$ cat src/design/dem_pkg.sv
// constants for the dma event channel map
package dem_pkg;
    localparam int NUM_CH = 64;
    localparam int GPIO_LINES = 8;
    localparam int GPIO_BANKS = 7;
    localparam int PULSE_GENS = 4;
    localparam int SEL_W = 3;
    // fixed channel positions
    localparam int CH_AUDIO_TX = 8;
    localparam int CH_AUDIO_RX = 9;
    localparam int CH_UART_B_RX = 20;
    localparam int CH_UART_B_TX = 21;
    localparam int CH_UART_C_RX = 22;
    localparam int CH_UART_C_TX = 23;
    localparam int CH_UNUSED_24 = 24;
    localparam int CH_GPIO9 = 25;
    localparam int CH_CARD_A_RX = 26;
    localparam int CH_CARD_A_TX = 27;
    localparam int CH_TWI_RX = 28;
    localparam int CH_TWI_TX = 29;
    localparam int CH_CARD_B_RX = 30;
    localparam int CH_CARD_B_TX = 31;
    localparam int CH_GPIO_BASE = 32;
    localparam int CH_BANK_BASE = 40;
    localparam int CH_GPIO8 = 47;
    localparam int CH_TIMER_A_LO = 48;
    localparam int CH_TIMER_A_HI = 49;
    localparam int CH_TIMER_B_LO = 50;
    localparam int CH_TIMER_B_HI = 51;
    localparam int CH_PULSE_BASE = 52;
    localparam int CH_UNUSED_BASE = 56;
    // source select bit positions
    localparam int SEL_CH26_STICK = 0;
    localparam int SEL_CH8_TIMER = 1;
    localparam int SEL_CH9_TIMER = 2;
    // reset values
    localparam logic [63:0] PEND_RESET = 64'h0000_0000_0000_0000;
    localparam logic [63:0] EVT_RESET = 64'h0000_0000_0000_0000;
endpackage : dem_pkg

$ cat src/design/dem_pend_if.sv
// carrier between the event map and its pending latch
`timescale 1ns/1ps
interface dem_pend_if #(parameter int N = 64);
    logic [N-1:0] set_req;
    logic [N-1:0] clear_req;
    logic [N-1:0] pending;
    modport mapper (output set_req, output clear_req, input pending);
    modport latch (input set_req, input clear_req, output pending);
endinterface : dem_pend_if

$ cat src/design/dem_pending_latch.sv
// pending-event latch, one sticky bit per channel
`timescale 1ns/1ps
module dem_pending_latch #(
    parameter int N = 64
) (
    // clock and reset
    input wire logic clock,
    input wire logic reset_n,
    // set, clear and state
    dem_pend_if.latch pend
);
    logic [N-1:0] pending_r;
    logic [N-1:0] pending_nxt;

    // set wins over a clear in the same cycle
    always_comb begin
        pending_nxt = (pending_r & ~pend.clear_req) | pend.set_req;
    end

    always_ff @(posedge clock or negedge reset_n) begin
        if (!reset_n) begin
            pending_r <= dem_pkg::PEND_RESET[N-1:0];
        end else begin
            pending_r <= pending_nxt;
        end
    end

    assign pend.pending = pending_r;
endmodule : dem_pending_latch

$ cat src/design/dem_event_map.sv
// fixed map of peripheral sync events onto the 64 dma channels
// Functional notes
// - second uart rx/tx to channels 20, 21
// - third uart rx/tx to channels 22, 23
// - gpio line 9 event to channel 25
// - channel 26 card a rx or stick; 27 tx
// - two-wire to 28, 29; card b to 30, 31
// - gpio lines 0-7 to 32-39; line 8 to 47
// - gpio banks 0-6 to channels 40-46
// - timers to 48-51, pulse generators to 52-55
// - every channel also triggered by chain events
// - source select picks each shared channel source
// - fixed map, only shared channels selectable
// - pending bit latches even when channel disabled
// - channels 8, 9 audio port or third timer
`timescale 1ns/1ps
module dem_event_map #(
    parameter int N = dem_pkg::NUM_CH
) (
    // clock and reset
    input wire logic clock,
    input wire logic reset_n,
    // events of channels 0-7 and 10-19, passed straight through
    input wire logic [7:0] early_event_lo,
    input wire logic [9:0] early_event_hi,
    // shared sources of channels 8 and 9
    input wire logic audio_port_tx_request,
    input wire logic audio_port_rx_request,
    input wire logic timer_c_low_event,
    input wire logic timer_c_high_event,
    // uarts
    input wire logic uart_rx_dma_request,
    input wire logic uart_b_tx_dma_request,
    input wire logic uart_c_rx_dma_request,
    input wire logic uart_c_tx_dma_request,
    // memory cards and stick
    input wire logic card_a_rx_request,
    input wire logic card_a_tx_request,
    input wire logic memory_stick_request,
    input wire logic card_b_rx_request,
    input wire logic card_b_tx_request,
    // two-wire bus
    input wire logic two_wire_rx_request,
    input wire logic two_wire_tx_request,
    // general-purpose i/o
    input wire logic [dem_pkg::GPIO_LINES-1:0] gpio_line_event,
    input wire logic gpio_line8_event,
    input wire logic gpio_line9_event,
    input wire logic [dem_pkg::GPIO_BANKS-1:0] gpio_bank_event,
    // timers and pulse generators
    input wire logic timer_a_low_event,
    input wire logic timer_a_high_event,
    input wire logic timer_b_low_event,
    input wire logic timer_b_high_event,
    input wire logic [dem_pkg::PULSE_GENS-1:0] pulse_gen_event,
    // channel controller side
    input wire logic [dem_pkg::SEL_W-1:0] dma_source_select,
    input wire logic [N-1:0] event_enable_reg,
    input wire logic [N-1:0] chain_event,
    input wire logic [N-1:0] pending_clear,
    // results
    output logic [N-1:0] channel_event,
    output logic [N-1:0] pending_event_reg,
    output logic [N-1:0] channel_trigger
);
    logic [N-1:0] mapped;
    logic [N-1:0] reserved;
    logic [N-1:0] event_set;
    logic [N-1:0] channel_event_r;
    logic [N-1:0] channel_event_nxt;
    logic [N-1:0] channel_trigger_r;
    logic [N-1:0] channel_trigger_nxt;
    logic ch26_alt;
    logic ch8_alt;
    logic ch9_alt;

    dem_pend_if #(.N(N)) pend ();

    // pick one of two sources by a select bit
    function automatic logic pick(input logic sel, input logic a,
                                  input logic b);
        pick = sel ? b : a;
    endfunction : pick

    // high now and low in the registered copy
    function automatic logic [N-1:0] rising(input logic [N-1:0] now,
                                             input logic [N-1:0] was);
        rising = now & ~was;
    endfunction : rising

    // channels with no peripheral source behind them
    function automatic logic [N-1:0] unused_mask();
        unused_mask = '0;
        unused_mask[dem_pkg::CH_UNUSED_24] = 1'b1;
        for (int i = dem_pkg::CH_UNUSED_BASE; i < N; i++) begin
            unused_mask[i] = 1'b1;
        end
    endfunction : unused_mask

    // shared channel selects, 1 picks the alternate source
    always_comb begin
        ch26_alt = dma_source_select[dem_pkg::SEL_CH26_STICK];
        ch8_alt = dma_source_select[dem_pkg::SEL_CH8_TIMER];
        ch9_alt = dma_source_select[dem_pkg::SEL_CH9_TIMER];
    end

    // fixed event to channel wiring; no other software control
    always_comb begin
        mapped = '0;
        // channels outside this map pass straight through
        mapped[7:0] = early_event_lo;
        mapped[19:10] = early_event_hi;
        // shared channels
        mapped[dem_pkg::CH_AUDIO_TX] = pick(ch8_alt,
            audio_port_tx_request, timer_c_low_event);
        mapped[dem_pkg::CH_AUDIO_RX] = pick(ch9_alt,
            audio_port_rx_request, timer_c_high_event);
        // uarts
        mapped[dem_pkg::CH_UART_B_RX] = uart_rx_dma_request;
        mapped[dem_pkg::CH_UART_B_TX] = uart_b_tx_dma_request;
        mapped[dem_pkg::CH_UART_C_RX] = uart_c_rx_dma_request;
        mapped[dem_pkg::CH_UART_C_TX] = uart_c_tx_dma_request;
        // memory cards and stick
        mapped[dem_pkg::CH_CARD_A_RX] = pick(ch26_alt,
            card_a_rx_request, memory_stick_request);
        mapped[dem_pkg::CH_CARD_A_TX] = card_a_tx_request;
        mapped[dem_pkg::CH_CARD_B_RX] = card_b_rx_request;
        mapped[dem_pkg::CH_CARD_B_TX] = card_b_tx_request;
        // two-wire bus
        mapped[dem_pkg::CH_TWI_RX] = two_wire_rx_request;
        mapped[dem_pkg::CH_TWI_TX] = two_wire_tx_request;
        // general-purpose i/o
        mapped[dem_pkg::CH_GPIO9] = gpio_line9_event;
        mapped[dem_pkg::CH_GPIO_BASE +: dem_pkg::GPIO_LINES] =
            gpio_line_event;
        mapped[dem_pkg::CH_GPIO8] = gpio_line8_event;
        mapped[dem_pkg::CH_BANK_BASE +: dem_pkg::GPIO_BANKS] =
            gpio_bank_event;
        // timers and pulse generators
        mapped[dem_pkg::CH_TIMER_A_LO] = timer_a_low_event;
        mapped[dem_pkg::CH_TIMER_A_HI] = timer_a_high_event;
        mapped[dem_pkg::CH_TIMER_B_LO] = timer_b_low_event;
        mapped[dem_pkg::CH_TIMER_B_HI] = timer_b_high_event;
        mapped[dem_pkg::CH_PULSE_BASE +: dem_pkg::PULSE_GENS] =
            pulse_gen_event;
    end

    // reserved channels stay quiet whatever lands on them
    always_comb begin
        reserved = unused_mask();
        channel_event_nxt = mapped & ~reserved;
    end

    always_ff @(posedge clock or negedge reset_n) begin
        if (!reset_n) begin
            channel_event_r <= dem_pkg::EVT_RESET[N-1:0];
        end else begin
            channel_event_r <= channel_event_nxt;
        end
    end

    // a rising mapped level or any chain cycle sets pending,
    // whatever the enable says; a held level sets it once
    always_comb begin
        event_set = rising(channel_event_nxt, channel_event_r);
        pend.set_req = event_set | chain_event;
        pend.clear_req = pending_clear;
    end

    // trigger where pending and enabled; pending is cleared only
    // by reset or by the controller once the channel is served
    always_comb begin
        channel_trigger_nxt = pend.pending & event_enable_reg;
    end

    always_ff @(posedge clock or negedge reset_n) begin
        if (!reset_n) begin
            channel_trigger_r <= dem_pkg::PEND_RESET[N-1:0];
        end else begin
            channel_trigger_r <= channel_trigger_nxt;
        end
    end

    dem_pending_latch #(.N(N)) u_pending (
        .clock(clock),
        .reset_n(reset_n),
        .pend(pend)
    );

    assign channel_event = channel_event_r;
    assign pending_event_reg = pend.pending;
    assign channel_trigger = channel_trigger_r;
endmodule : dem_event_map

$ cat config.mk
export PLATFORM = sky130hd
export DESIGN_NAME = dem_event_map
export DESIGN_NICKNAME = d
export VERILOG_FILES = /design/src/design/dem_pkg.sv /design/src/design/dem_pend_if.sv /design/src/design/dem_pending_latch.sv /design/src/design/dem_event_map.sv
export SDC_FILE = /design/constraint.sdc
export NUM_CORES = 1
export LEC_CHECK = 0
export ABC_AREA = 0
export BUFFER_PORTS_ARGS = -buffer_cell sky130_fd_sc_hd__buf_2
export CORE_AREA = 2 2 176 178
export CTS_CLUSTER_DIAMETER = 80
export CTS_CLUSTER_SIZE = 14
export DETAILED_ROUTE_END_ITERATION = 7
export DIE_AREA = 0 0 178 180
export HOLD_SLACK_MARGIN = 0.1
export SLEW_MARGIN = 40
export SYNTH_ARGS = -nofsm -noshare
export SYNTH_HDL_FRONTEND = slang
export SYNTH_HIERARCHICAL = 1
export SYNTH_SLANG_ARGS = --single-unit
$ cat constraint.sdc
create_clock -name clock -period 1.1 [get_ports clock]
set_input_delay 0.055 -clock clock [delete_from_list [all_inputs] [get_ports clock]]
set_output_delay 0.055 -clock clock [all_outputs]
set_load 0.01 [all_outputs]
=== After elaboration in Yosys (flattened, before gate mapping) ===
Cells that the tools add are included.

* Input bits: 255
* Output and inout port bits: 192
* Bits in registers: 183
* Logic and storage cells: 13

* Muxes and demuxes: 3
* Bitwise operators: 7

{| class="wikitable"
|+ Operators by type and width
! kind !! count
|-
| $and 64x64->64 || 2
|-
| $or 64x64->64 || 2
|-
| $and 56x64->64 || 1
|-
| $not 56->64 || 1
|-
| $not 64->64 || 1
|-
| $mux 1 || 3
|}

=== Longest topological paths before layout ===
Gate-level depths: netlist of the first run.

* Depth in word-level cells: 4
* Gate-level depth with buffers: 3
* Mapped depth without buffers: 3

=== Hierarchy ===
Netlist of the first run, hierarchy kept.

{| class="wikitable"
|+ Modules (own cells, without submodules)
! module !! cells each !! area an instance (um2) !! times used !! sequential area each (um2)
|-
| dem_event_map || 306 || 4,113.9 || 1 || 2,977.9
|-
| dem_pending_latch || 192 || 2,322.2 || 1 || 1,601.5
|}

=== Worst setup path after synthesis of the first run ===
OpenSTA, ideal clock, no wires.

* Path kind: register to register
* Start point: register channel_event_r[0], in the netlist channel_event[0]
* End point: register u_pending.pending_r[0], in the netlist u_pending/pend.pending[0]
* Period minus slack after synthesis: 829 ps
* Stages on the path, launching flop included: 4
* Path slack: 271 ps
* Library setup time: 118 ps
* Arrival time: 711 ps
* Path buffers: 0
* Required time: 982 ps
* Cells stage by stage: dfrtp_1 > inv_1 > a21o_1 > a21o_1

* Word-level cells in the longest chain between the ends: 4

{| class="wikitable"
|+ RTL lines
! element !! RTL line !! text
|-
| from (decl) || dem_event_map.sv:69 || <nowiki>logic [N-1:0] channel_event_r;</nowiki>
|-
| from (signal assigned) || dem_event_map.sv:156 || <nowiki>channel_event_r <= dem_pkg::EVT_RESET[N-1:0];</nowiki>
|-
| from (signal assigned) || dem_event_map.sv:158 || <nowiki>channel_event_r <= channel_event_nxt;</nowiki>
|-
| $not 56->64 || dem_event_map.sv:88 || <nowiki>rising = now & ~was;</nowiki>
|-
| $and 56x64->64 || dem_event_map.sv:88 ||
|-
| $or 64x64->64 || dem_event_map.sv:166 || <nowiki>pend.set_req = event_set | chain_event;</nowiki>
|-
| net pend.set_req[0] || dem_pend_if.sv:4 || <nowiki>logic [N-1:0] set_req;</nowiki>
|-
| $or 64x64->64 || dem_pending_latch.sv:17 || <nowiki>pending_nxt = (pending_r & ~pend.clear_req) | pend.set_req;</nowiki>
|-
| net u_pending.pending_nxt[0] || dem_pending_latch.sv:13 || <nowiki>logic [N-1:0] pending_nxt;</nowiki>
|-
| to (signal assigned) || dem_pending_latch.sv:22 || <nowiki>pending_r <= dem_pkg::PEND_RESET[N-1:0];</nowiki>
|-
| to (signal assigned) || dem_pending_latch.sv:24 || <nowiki>pending_r <= pending_nxt;</nowiki>
|-
| to (decl) || dem_pending_latch.sv:12 || <nowiki>logic [N-1:0] pending_r;</nowiki>
|}

The timed path passes the listed nets, and every way through them passes these cells.

=== Worst setup path after layout of the first run ===
* Start point: register u_pending.pending_r[26], in the netlist u_pending/pend.pending[26]
* End point: output port pending_event_reg[26]

{| class="wikitable"
|+ RTL lines
! element !! RTL line !! text
|-
| to (decl) || dem_event_map.sv:63 || <nowiki>output logic [N-1:0] pending_event_reg,</nowiki>
|}

No word-level cell between the ends.

==> results of run 1 <==
==> synthesized netlist by cell type <==
master,number,share of area [%]
dfrtp_1,183,71
a21o_1,119,14
inv_1,119,6.9
and2_1,64,6.2
buf_4,9,1.0
mux2_4,3,0.70
conb_1,1,0.058
==> final timing paths <==
kind | startpoint | endpoint | cells after the start
max reg2reg | channel_event[37] | u_pending/pend.pending[37] | 3
max | u_pending/pend.pending[26] | pending_event_reg[26] | 1
min | reset_n | channel_trigger[1] | 2
max in group asynchronous | reset_n | channel_event[42] | 3
min in group clock | early_event_hi[2] | channel_event[12] | 2
min reg2reg | u_pending/pend.pending[32] | u_pending/pend.pending[32] | 1
==> power groups by stage <==
stage                     Sequential [W]  Combinational (W)  Clock (W)
after floorplan                  0.00771           0.000461          0
after global placement           0.00751            0.00190          0
after detailed placement         0.00752            0.00192          0
after CTS                        0.00738            0.00266    0.00658
after global routing             0.00743            0.00296    0.00689
final                            0.00739            0.00274    0.00630
==> sequential cells by signal, indices dropped and copies added (netlist names) <==
signal	cells
channel_trigger	64
u_pending/pend.pending	64
channel_event	55
==> what timing repair did <==
action | CTS | global route
resized for setup | 0 | 3
hold buffers | 254 | 0
endpoints found under the setup margin | 6 | 12
hold endpoints to repair | 366 | 0
setup buffers | 6 | 9
==> routing by layer <==
layer  vias to the layer above  wire length [µm]
met5                         -                 0
met4                         0               902
met3                        50              2070
met2                       309             12700
met1                      2986              8700
li1                       2968                 -
==> cell type report <==
cell class / count / area (µm²) / share of cell area, %
clock buffers: 18 / 439 / 3.52
clock inverters: 14 / 168 / 1.35
inverters: 119 / 447 / 3.58
multi-input cells: 195 / 1370 / 11.0
flip-flops and latches: 183 / 4580 / 36.8
well taps: 396 / 495 / 3.98
repair buffers: 714 / 4960 / 39.8
==> logic make-up after synthesis <==
kind of cell	Yosys count	share of synthesized area, %
multiplexers	3	0.700
buffers and inverters	128	7.99
other	1	0.0583
AND/OR/NAND/NOR	64	6.22
AO/OA/AOI/OAI	119	13.9
flip-flops	183	71.2
==> through the flow <==
step | instance area [µm²] | hold WS [ps] | std cells | setup WS (ps)
2_1_floorplan | 6470 | -241 | 506 | 271
3_3_place_gp | 9190 | -16.1 | 1338 | 191
3_5_place_dp | 9190 | -15.3 | 1338 | 187
4_1_cts | 12400 | 80.6 | 1630 | 2.59
5_1_grt | 12500 | 117 | 1639 | -13.2
6_report | 12500 | 111 | 1639 | 36.1
==> layout by cell type, fill, tap and decap left out <==
master / count
clkbuf_8: 1
inv_8: 3
buf_6: 3
and2_1: 64
buf_4: 20
buf_2: 434
buf_12: 3
dlygate4sd3_1: 254
inv_1: 119
clkinv_4: 4
bufinv_16: 2
a21o_1: 119
conb_1: 9
dfrtp_1: 182
clkinvlp_4: 4
inv_6: 1
clkbuf_16: 17
dfrtp_2: 1
mux2_4: 3
==> impl_metrics.yaml, run 1 <==
synth:
  ys_types: 7
  syn_area_per_cell_um2: 12.9
  seq_area_frac_synth_pct: 71.2
  syn-cell-area_um2: 6440
  ys_seq_elements: 183
  synth_cells: 498
  yosysWarnings: 6
critical_path:
  arrival_ps: 1010
  crit_slowest_cell: "dfrtp_1"
  cp.required_ps: 1040
  crit_path_max_fanout: 3
  worstPathCellList: "buf_2"
  cp_top_family: "flip-flops"
  critPathBufInv: 1
  regToRegSetupSlack_ps: 240
  cp-end-kind: "output port"
  max_stage_delay_ps: 420
  path_class: "flop to output port"
  startpoint_type: "flop"
sta:
  grt_setup_unrepaired: "true"
  final.setup_skew_ps: 6.38
  final.min_clock_period_ps: 1060
  drv_slew: 0
  max_freq_ghz: 0.940
  tns_ps: 0
  setup_viol: 0
  period_share_pct: 96.7
  finalHoldViolCount: 0
pwr:
  ir_worst_vdd_v: 0.000731
  p_sw_share_pct: 25.6
  clock_power_share_pct: 38.4
  p_switching_w: 0.00421
  leakagePower_nw: 6.71
  p_int_w: 0.0122
  power.density_nw_per_um2: 1320
  seqPwrFrac_pct: 45.0
  p_total_w: 0.0164
  p_comb_share_pct: 16.7
global_routing:
  track_usage_pct: 14.7
  use_met3_pct: 4.78
  grt_pass1_vias: 6839
  grt_pass1_wl_um: 35800
  grt-ovfl-total: 0
  grt_util_met1_pct: 14.7
  grt_max_degree: 37
  antenna_found_initial: 0
  busiest_layer: "met2"
  met2_usage_pct: 27.1
layout:
  post-route-util_pct: 41.3
  fillers: 2755
  area_growth_pct: 93.6
  antenna_cells: 0
  drive_gt1_share_pct: 39.9
  fin_nets: 1485
clock_tree:
  cts_buffer_depth: 2
  clkTransAtPathRegs_ps: 70
  htree_levels: 4
  cts_made_buffers: 17
  cts_tree: "yes"
  cts.sinks: 183
  clkLatencyLatePin_ps: 420
  cts-root-buf: "clkbuf_16"
detailed_routing:
  drtIter0Drc: 171
  dr.pass1.iters: 4
  drtAntennaViolNets: 0
  wirelength_um: 24400
  wire_per_inst_um: 14.9
  drt-vias-per-instance: 3.85
  vias: 6313
  drc: 0
min_path:
  worstHoldPathType: "input pin to asynchronous set/reset pin"
floorplanning:
  fp.coreArea_um2: 30200
  rows: 64
  fp.dieW_um: 178
  io_pins: 447
  start_util_pct: 21.3
  die_y_um: 180
  die_area_um2: 32000
outcome:
  outcome: "finished, final reports clean"
placed_design:
  io_buffers: 437
  gp_congestion: 0.819
  hpwl_um: 16100
run:
  drv_cap: 0
(Power assumes the default switching activity.)
==> run 2, diff against run 1 <==
--- a/config.mk
+++ b/config.mk
@@ -6,15 +6,14 @@
 export NUM_CORES = 1
 export LEC_CHECK = 0
 export ABC_AREA = 0
-export BUFFER_PORTS_ARGS = -buffer_cell sky130_fd_sc_hd__buf_2
-export CORE_AREA = 2 2 176 178
+export CORE_AREA = 2 2 172 174
 export CTS_CLUSTER_DIAMETER = 80
 export CTS_CLUSTER_SIZE = 14
 export DETAILED_ROUTE_END_ITERATION = 7
-export DIE_AREA = 0 0 178 180
+export DIE_AREA = 0 0 174 176
+export DONT_BUFFER_PORTS = 1
 export HOLD_SLACK_MARGIN = 0.1
 export SLEW_MARGIN = 40
 export SYNTH_ARGS = -nofsm -noshare
 export SYNTH_HDL_FRONTEND = slang
-export SYNTH_HIERARCHICAL = 1
 export SYNTH_SLANG_ARGS = --single-unit
==> run 2 against run 1 <==
  * The flow now stops in 4_1_cts
  * Area after synthesis is 4.3% lower
  * Synthesized cell count down 11%
==> impl_metrics.yaml, run 2 <==
outcome:
  outcome: "aborted with a tool error"
  stop_stage: "4_1_cts"
  error_line: "[ERROR RSZ-0060] Max buffer count reached."
clock_tree:
  cts_setup_buffers: 0
  cts_buffer_depth: 2
  cts.sinks: 183
  hold_buffers: 175
  cts-root-buf: "clkbuf_16"
  htree_levels: 4
  cts_made_buffers: 17
  cts_resized: 0
synth:
  syn-cell-area_um2: 6160
  yosysMostFrequentCell: "dfrtp_1"
  synth_edf_count: 0
  synth_cells: 443
  ys_seq_elements: 183
  synth_flop_cell: "dfrtp_1"
  synth_top_cell_by_area: "dfrtp_1"
  synthTopCellsByArea: "dfrtp_1 74%, a221o_1 8.9%, inv_1 7.3%, and2_1 6.5%, a21o_1 1.1%"
  yosysWarnings: 0
  ys_types: 8
  seq_area_frac_synth_pct: 74.3
  netlist.area_leader.share_pct: 74.3
  synthArstFlopShare_pct: 100
  synth_common_cells: "183 x dfrtp_1, 119 x inv_1, 64 x and2_1, 55 x a221o_1"
  syn_area_per_cell_um2: 13.9
placed_design:
  hpwl_um: 13400
  io_buffers: 0
  dp.cells: 838
  gp_congestion: 0.874
floorplanning:
  start_util_pct: 21.6
  rows: 62
  fp.dieW_um: 174
  io_pins: 447
  die_y_um: 176
[run 2: cell count changes after synthesis, sizes merged]
cell	previous run	this run
a221o	0	55
a21o	119	9
[run 2: cell families after synthesis]
logic type	count (synthesis)	synth area share (%)
AOI/OAI and AO/OA	64	10.0
buffers and inverters	128	8.35
DFF	183	74.3
muxes	3	0.731
other	1	0.0609
and+or+nand+nor	64	6.50
[run 2: metrics by stage]
step	setup slack, ps	area (µm²)	hold slack [ps]	utilization, %
floorplan	264	6190	-241	-
global placement	169	6690	-236	23.4
detailed placement	172	6690	-237	23.4
==> run 3, diff against run 2 <==
--- a/config.mk
+++ b/config.mk
@@ -6,13 +6,11 @@
 export NUM_CORES = 1
 export LEC_CHECK = 0
 export ABC_AREA = 0
-export CORE_AREA = 2 2 172 174
-export CTS_CLUSTER_DIAMETER = 80
-export CTS_CLUSTER_SIZE = 14
+export CORE_MARGIN = 2
+export CORE_UTILIZATION = 20
 export DETAILED_ROUTE_END_ITERATION = 7
-export DIE_AREA = 0 0 174 176
 export DONT_BUFFER_PORTS = 1
-export HOLD_SLACK_MARGIN = 0.1
+export PLACE_DENSITY_LB_ADDON = 0.15
 export SLEW_MARGIN = 40
 export SYNTH_ARGS = -nofsm -noshare
 export SYNTH_HDL_FRONTEND = slang
==> run 3 against run 2 <==
  * The flow again stops in 4_1_cts
  * Synthesized cell count is the same
  * Area after synthesis is the same
==> impl_metrics.yaml, run 3 <==
placed_design:
  dp.cells: 848
  gp_congestion: 0.782
  io_buffers: 0
  hpwl_um: 12300
clock_tree:
  cts_buffer_depth: 2
  cts_setup_buffers: 1
  cts.sinks: 183
  hold_buffers: 177
  htree_levels: 4
  cts-root-buf: "clkbuf_16"
  cts_resized: 0
  cts_made_buffers: 17
synth:
  synthArstFlopShare_pct: 100
  synth.area.mux_share_pct: 0.731
  synthTopCellsByArea: "dfrtp_1 74%, a221o_1 8.9%, inv_1 7.3%, and2_1 6.5%, a21o_1 1.1%"
  synth-compound-area-share_pct: 10.0
  yosysWarnings: 0
  ys_seq_elements: 183
  synthXorXnorAreaFrac_pct: 0
  synth_flop_cell: "dfrtp_1"
  ys_types: 8
  yosysMostFrequentCell: "dfrtp_1"
  synthAdderAreaFrac_pct: 0
  syn_area_per_cell_um2: 13.9
  synth_edf_count: 0
  synth-simple-area-share_pct: 6.50
  synth_common_cells: "183 x dfrtp_1, 119 x inv_1, 64 x and2_1, 55 x a221o_1"
  synth_top_cell_by_area: "dfrtp_1"
  syn-cell-area_um2: 6160
  synth_cells: 443
  synth_top_family_by_area: "compound AO/OA/AOI/OAI gates"
  netlist.area_leader.share_pct: 74.3
  seq_area_frac_synth_pct: 74.3
outcome:
  outcome: "aborted with a tool error"
  error_line: "[ERROR RSZ-0060] Max buffer count reached."
  stop_stage: "4_1_cts"
floorplanning:
  fp.dieW_um: 180
  io_pins: 447
  die_y_um: 180
  rows: 64
  start_util_pct: 20.2
==> run 3: through the flow <==
stage | hold slack [ps] | area (µm²) | setup WS [ps]
2_1_floorplan | -241 | 6190 | 264
3_3_place_gp | -236 | 6690 | 145
3_5_place_dp | -237 | 6690 | 140
==> run 3: logic make-up after synthesis <==
family,Yosys count
mux,3
buf+inv,128
other cells,1
flops,183
simple gates,64
compound gates,64
